`src/common/boot_cfg_pkg.sv`:
```
// constants and types shared by the boot option and memory size block
package boot_cfg_pkg;
  localparam logic [15:0] OPT_BYTE_ADDR   = 16'h0080; // boot option byte
  localparam logic [15:0] MEM_SIZE_ADDR   = 16'hfff0; // memory size register
  localparam logic [7:0]  MEM_SIZE_RESET  = 8'hcf;
  localparam int          HS_SEL_BIT      = 1;
  localparam int          LOCK_BIT        = 0;
  localparam int          MEM_FIXED0_BIT  = 4;
  localparam int          RAM_MSB         = 7; // ram capacity field
  localparam int          RAM_LSB         = 5;
  localparam int          ROM_MSB         = 3; // rom capacity field
  localparam int          ROM_LSB         = 0;
  localparam logic        OSC_RUN_RESET   = 1'b1;
  localparam logic [7:0]  RDATA_RESET     = 8'h00;
  localparam logic [2:0]  RAM_CODE_768    = 3'h0;
  localparam logic [3:0]  ROM_CODE_8K     = 4'h2;
  localparam logic [3:0]  ROM_CODE_16K    = 4'h4;
  localparam logic        HS_SEL_RESET    = 1'b0;
  localparam logic        LOCK_RESET      = 1'b1; // keep oscillator running

  // settings captured from the option byte
  typedef struct packed {
    logic hs_clock_source_select;
    logic slow_osc_stop_lock;
  } boot_opt_s;

  // loader sequence states
  typedef enum logic [1:0] {
    LD_FETCH,
    LD_WAIT,
    LD_RUN
  } loader_e;
endpackage

```
`src/logic/boot_option_and_memory_size.sv`:
```
// boot option byte loader and memory size select register
// Operation
// - boot option byte is read from flash address 0080h, not a register
// - option bit 1 picks clock: 0 crystal oscillator, 1 internal fast one
// - option bit 0 set locks slow oscillator; software stop then ignored
// - reset loads memory size register with cfh regardless of fitted memory
// - top three bits select ram; only 000 valid, giving 768 bytes
// - low nibble 0010 is 8 KB, 0100 is 16 KB; bit 4 stays zero
module boot_option_and_memory_size (
  input  wire logic        i_sys_clk,
  input  wire logic        i_rst,
  output logic             o_flash_rd,
  output logic [15:0]      o_flash_addr,
  input  wire logic [7:0]  i_flash_rdata,
  input  wire logic        i_flash_valid,
  input  wire logic [15:0] i_bus_addr,
  input  wire logic        i_bus_wr,
  input  wire logic        i_bus_rd,
  input  wire logic [7:0]  i_bus_wdata,
  output logic [7:0]       o_bus_rdata,
  input  wire logic        i_slow_osc_stop_req,
  output logic             o_slow_osc_run,
  output logic             o_cpu_run,
  output logic             o_hs_clock_source_select,
  output logic             o_slow_osc_stop_lock,
  output logic [7:0]       o_memory_size_reg,
  output logic             o_ram_size_valid,
  output logic             o_rom_size_valid,
  output logic             o_rom_size_16k
);

  boot_cfg_pkg::loader_e   state_q;
  boot_cfg_pkg::boot_opt_s opt_q;
  logic [7:0]              mem_size_q;
  logic [7:0]              mem_size_d;
  logic                    osc_run_q;
  logic [7:0]              rdata_q;
  logic                    mem_wr;
  logic                    ram_ok_q;
  logic                    rom_ok_q;
  logic                    rom_16k_q;

  // bus address hits the memory size register
  function automatic logic hits_mem_size(input logic [15:0] addr);
    return addr == boot_cfg_pkg::MEM_SIZE_ADDR;
  endfunction

  // ram field holds the one supported capacity code
  function automatic logic ram_code_ok(input logic [7:0] val);
    return val[boot_cfg_pkg::RAM_MSB:boot_cfg_pkg::RAM_LSB] ==
           boot_cfg_pkg::RAM_CODE_768;
  endfunction

  // rom field selects the larger capacity
  function automatic logic rom_code_16k(input logic [7:0] val);
    return val[boot_cfg_pkg::ROM_MSB:boot_cfg_pkg::ROM_LSB] ==
           boot_cfg_pkg::ROM_CODE_16K;
  endfunction

  // rom field holds one of the two supported capacity codes
  function automatic logic rom_code_ok(input logic [7:0] val);
    return rom_code_16k(val) ||
           (val[boot_cfg_pkg::ROM_MSB:boot_cfg_pkg::ROM_LSB] ==
            boot_cfg_pkg::ROM_CODE_8K);
  endfunction

  // loader sequence: fetch once after reset, then release the cpu
  always_ff @(posedge i_sys_clk) begin
    if (i_rst) begin
      state_q <= boot_cfg_pkg::LD_FETCH;
    end else begin
      case (state_q)
        boot_cfg_pkg::LD_FETCH: state_q <= boot_cfg_pkg::LD_WAIT;
        boot_cfg_pkg::LD_WAIT: begin
          if (i_flash_valid) begin
            state_q <= boot_cfg_pkg::LD_RUN;
          end
        end
        default: state_q <= boot_cfg_pkg::LD_RUN;
      endcase
    end
  end

  assign o_flash_rd   = (state_q == boot_cfg_pkg::LD_FETCH);
  assign o_flash_addr = boot_cfg_pkg::OPT_BYTE_ADDR;
  assign o_cpu_run    = (state_q == boot_cfg_pkg::LD_RUN);

  // capture only the two setting bits; upper bits are not looked at
  always_ff @(posedge i_sys_clk) begin
    if (i_rst) begin
      opt_q.hs_clock_source_select <= boot_cfg_pkg::HS_SEL_RESET;
      opt_q.slow_osc_stop_lock     <= boot_cfg_pkg::LOCK_RESET;
    end else if (state_q == boot_cfg_pkg::LD_WAIT && i_flash_valid) begin
      opt_q.hs_clock_source_select <= i_flash_rdata[boot_cfg_pkg::HS_SEL_BIT];
      opt_q.slow_osc_stop_lock     <= i_flash_rdata[boot_cfg_pkg::LOCK_BIT];
    end
  end

  assign o_hs_clock_source_select = opt_q.hs_clock_source_select;
  assign o_slow_osc_stop_lock     = opt_q.slow_osc_stop_lock;

  // stop request honoured only when unlocked
  always_ff @(posedge i_sys_clk) begin
    if (i_rst) begin
      osc_run_q <= boot_cfg_pkg::OSC_RUN_RESET;
    end else begin
      osc_run_q <= !(i_slow_osc_stop_req && !opt_q.slow_osc_stop_lock);
    end
  end

  assign o_slow_osc_run = osc_run_q;

  assign mem_wr = i_bus_wr && hits_mem_size(i_bus_addr);

  // next register value: whole byte writes, bit 4 forced low
  always_comb begin
    mem_size_d = mem_size_q;
    if (mem_wr) begin
      mem_size_d = i_bus_wdata & ~(8'h01 << boot_cfg_pkg::MEM_FIXED0_BIT);
    end
  end

  // memory size register, loaded by reset or by a full byte write
  always_ff @(posedge i_sys_clk) begin
    if (i_rst) begin
      mem_size_q <= boot_cfg_pkg::MEM_SIZE_RESET;
    end else begin
      mem_size_q <= mem_size_d;
    end
  end

  // size decodes taken from the next value so they never lag the register
  always_ff @(posedge i_sys_clk) begin
    if (i_rst) begin
      ram_ok_q  <= ram_code_ok(boot_cfg_pkg::MEM_SIZE_RESET);
      rom_ok_q  <= rom_code_ok(boot_cfg_pkg::MEM_SIZE_RESET);
      rom_16k_q <= rom_code_16k(boot_cfg_pkg::MEM_SIZE_RESET);
    end else begin
      ram_ok_q  <= ram_code_ok(mem_size_d);
      rom_ok_q  <= rom_code_ok(mem_size_d);
      rom_16k_q <= rom_code_16k(mem_size_d);
    end
  end

  // register read port; unmapped addresses read zero
  always_ff @(posedge i_sys_clk) begin
    if (i_rst) begin
      rdata_q <= boot_cfg_pkg::RDATA_RESET;
    end else if (i_bus_rd) begin
      if (hits_mem_size(i_bus_addr)) begin
        rdata_q <= mem_size_q;
      end else begin
        rdata_q <= 8'h00;
      end
    end
  end

  assign o_bus_rdata       = rdata_q;
  assign o_memory_size_reg = mem_size_q;

  // prohibited codes stay in the register and show up as invalid here
  assign o_ram_size_valid  = ram_ok_q;
  assign o_rom_size_valid  = rom_ok_q;
  assign o_rom_size_16k    = rom_16k_q;
endmodule

```
`config.mk`:
```
export PLATFORM = sky130hd
export DESIGN_NAME = boot_option_and_memory_size
export DESIGN_NICKNAME = d
export VERILOG_FILES = /design/src/common/boot_cfg_pkg.sv /design/src/logic/boot_option_and_memory_size.sv
export SDC_FILE = /design/constraint.sdc
export NUM_CORES = 1
export LEC_CHECK = 0
export ABC_AREA = 1
export ABC_CLOCK_PERIOD_IN_PS = 1900
export BUFFER_PORTS_ARGS = -buffer_cell sky130_fd_sc_hd__buf_2
export CAP_MARGIN = 5
export CELL_PAD_IN_SITES_DETAIL_PLACEMENT = 1
export CELL_PAD_IN_SITES_GLOBAL_PLACEMENT = 2
export CORE_AREA = 2 2 56 111
export DETAILED_ROUTE_END_ITERATION = 7
export DIE_AREA = 0 0 58 113
export PLACE_DENSITY_LB_ADDON = 0.1
export SYNTH_ARGS = -nofsm -noshare
export SYNTH_HDL_FRONTEND = slang
export SYNTH_SLANG_ARGS = --single-unit
```
`constraint.sdc`:
```
create_clock -name i_sys_clk -period 1.9 [get_ports i_sys_clk]
set_input_delay 0 -clock i_sys_clk [delete_from_list [all_inputs] [get_ports i_sys_clk]]
set_output_delay 0 -clock i_sys_clk [all_outputs]
set_load 0.05 [all_outputs]
```
==> summary.md <==
| Metric | Value |
|---|---|
| # resized after CTS | `0` |
| Routed WL | `about 3500 µm` |
| Vert. Die Dim | `113 µm` |
| Initial core utilization | `roughly 21%` |
| Hold slack | `between 0.009 and 0.01 ns` |
| DRC | `0` |
| Reg2reg start | `o_memory_size_reg[2]` |
| CTS Sinks | `22` |
| Worst hold path type | `in -> reg` |
| Vias in the first global route | `1220` |
| Clock-pin slew on the worst setup and hold paths | `0.06 ns` |
| Worst clock skew | `approximately 0.0012 ns` |
| Routed WL per cell | `about 12 µm` |
| Final Hold Viols | `0` |
| CTS tree | `done` |
| Fin area | `between 0.0015 and 0.002 mm²` |
| All-Layer GR Usage | `between 10 and 15%` |
| Clk_lat worst skew | `around 0.25 ns` |
| Stages on worst setup path | `7` |
| DIE AREA | `~0.0066 mm²` |
| First-pass GRT wire length | `5561 µm` |
| CTS Buf Count | `3` |
| Synth Cell Area | `0.001216 mm²` |
| Setup_tns | `0 ns` |
| Power per cell area | `728.4 mW/mm²` |
| Max Slew Vio Count | `0` |
| Core Area | `around 0.0057 mm²` |
| Hold EP | `o_memory_size_reg[7]` |
| DP HPWL | `3058 µm` |
| Row count | `39` |
| WP data arrival | `about 1.5 ns` |
| Reg2reg end | `o_rom_size_valid` |
| Die Span X | `between 50 and 60 µm` |
| Nets@finish | `around 270` |
| Min-Delay Path Depth | `3` |
| Via density | `4.205` |
| Critical path cell sequence | `dlygate4sd3_1 > buf_2 > inv_1 > nand3_2 > nor2_1 > nand2_1 > nand2_1` |
| # port buffers | `between 50 and 60` |
| Max IR drop VDD | `~0.00046 V` |
| Starting DRC count in detailed routing | `17` |
| Synth warn | `0` |
| Largest net degree at the start of global routing | `16` |
| Root Buffer | `clkbuf_16` |
| R2R setup slack | `0.98 ns` |
| Cell accounting for the most synthesized area | `dfxtp_1` |
| RD Place Congestion | `about 0.77` |
| Buf/Inv on CP | `3` |
| Worst setup SP type | `primary input` |
| Num ports | `78` |
| Design Power | `roughly 1.2 mW` |
| Util after Layout | `about 28%` |
| Lkg Pwr | `0.8432 nW` |
| Seq/Total Area, Yosys | `between 30 and 40%` |
| CP required | `around 2.1 ns` |
| Area share of the largest cell type after synthesis | `a little over a third` |
| Layout cell share with drive strength beyond 1 | `a little under a third` |
| Hold path start | `i_bus_wdata[7]` |
| Outcome | `finished clean` |
| Fmax | `around 760 MHz` |
| Yosys reg bits | `22` |
| Period Utilization, post-route | `between 60% and 70%` |
| R2R cell count | `6` |
| WS Path Type | `in -> reg` |
| GR Overflow Total | `0` |
| Critical path fanouts, max | `15` |
| Asr flop ratio synth | `0%` |
| P&R area growth vs syn | `31.17%` |
| Pre-antenna DRT Iters | `4` |
| Slowest CP cell | `dlygate4sd3_1` |
| Crit-path max cell delay | `approximately 0.54 ns` |
| Post-Synthesis Cells | `between 150 and 200` |
| Synth Flop Type | `dfxtp_1` |
| Antenna-violating nets left | `0` |
| Clock Tree Buf Depth | `2` |
| Htree depth | `1` |
| Setup violations, final | `0` |
| Most frequent CP cell | `nand2_1` |
| Fillers | `between 700 and 800` |
| Synth top area cells | `dfxtp_1 36%, nand2_1 14%, buf_4 11%` |
| Number of synthesized flops with an enable pin | `0` |
| CP Capture Type | `flip-flop` |
| Cell family with the largest share of critical-path delay | `buffers and inverters` |
| Setup repair after global routing missed its margin | `no` |
| ANT cells | `0` |
| Synth Area per Inst | `roughly 6.9 µm²` |
| Initial antenna violation count | `0` |
| Post-CTS Setup Bufs | `0` |
| Netlist cell types | `24` |
| Vias post-DR | `1228` |
| Final Critical Period | `between 1 and 1.5 ns` |
| Max-Cap Viols | `0` |
| Post-DP Area | `approximately 0.0015 mm²` |
layout by cell type (no fill, tap or decap), drive strengths merged, types with 3 or more instances in the layout:
| cell type | count |
|---|---|
| nor2 | 22 |
| inv | 21 |
| nand4 | 5 |
| o21ai | 10 |
| conb | 18 |
| clkbuf | 3 |
| dfxtp | 22 |
| nand3 | 10 |
| a21oi | 8 |
| dlygate4sd3 | 5 |
| buf | 52 |
| nand2 | 49 |
cell usage after synthesis, types with 2 or more instances:
cell	n
nor2_4	2
nand3_1	8
clkbuf_1	2
nand2_1	45
inv_1	17
conb_1	2
o21ai_0	8
buf_4	18
inv_2	4
nand4_1	5
dfxtp_1	22
nor2_2	3
o21ai_1	2
nand2_2	4
a21oi_1	8
nor2_1	17
repair_timing:
| action | 4_1_cts | 5_1_grt |
|---|---|---|
| endpoints found under the setup margin | 0 | 0 |
| hold endpoints to repair | 6 | 0 |
| hold buffers | 5 | 0 |
final cells by class:
cell class,count,area [µm²],share of cell area (%)
Timing Repair Buffer,57,310.3,19.45
Inverter,21,78.83,4.941
Multi-Input combinational cell,128,614.3,38.51
Clock buffer,3,75.07,4.706
Sequential cell,22,440.4,27.61
Tap cell,61,76.32,4.784
per-stage QoR:
step | instances | setup WS, ns
6_report | 292 | 0.5790
3_5_place_dp | 284 | 0.6636
5_1_grt | 292 | 0.4532
3_3_place_gp | 284 | 0.6851
4_1_cts | 292 | 0.5628
2_1_floorplan | 191 | 0.7909
tightest hold or removal path, stage by stage:
cell	delay, ns
buf_2	0.08
nand2_1	0.05
nand3_1	0.09
routing by layer:
metal	track usage [%]	vias up	part of all wire, %
met5	0	-	0
met4	3.876	0	1.8
met3	1.829	4	6.0
met2	21.36	41	58
met1	10.37	559	34
li1	-	624	-
kinds of logic (layout without fill, tap and decap cells):
family	count (synthesis)	count (layout)	share of synthesized area [%]
AO/OA/AOI/OAI	20	20	8.951
buffers and inverters	41	81	18.21
flip-flops	22	22	36.21
other	2	18	0.6175
AND/OR/NAND/NOR	90	90	36.01
worst max path at each step:
| stage | start | to | slack, ns |
|---|---|---|---|
| 4_1_cts | i_rst | o_rom_size_valid | 0.56 |
| 3_3_place_gp | i_bus_addr[0] | o_rom_size_valid | 0.69 |
| 6_report | i_rst | o_rom_size_valid | 0.58 |
| 2_1_floorplan | o_memory_size_reg[0] | o_rom_size_valid | 0.79 |
| 3_5_place_dp | i_bus_addr[1] | o_bus_rdata[5] | 0.66 |
| 5_1_grt | i_rst | o_rom_size_valid | 0.45 |
where the power goes:
group	internal [mW]	switching, mW	total, mW
registers	0.476	0.00757	0.484
logic	0.0558	0.194	0.250
clock network	0.277	0.151	0.428
total	0.809	0.353	1.16
No activity file was read; power rests on OpenSTA's default activity.
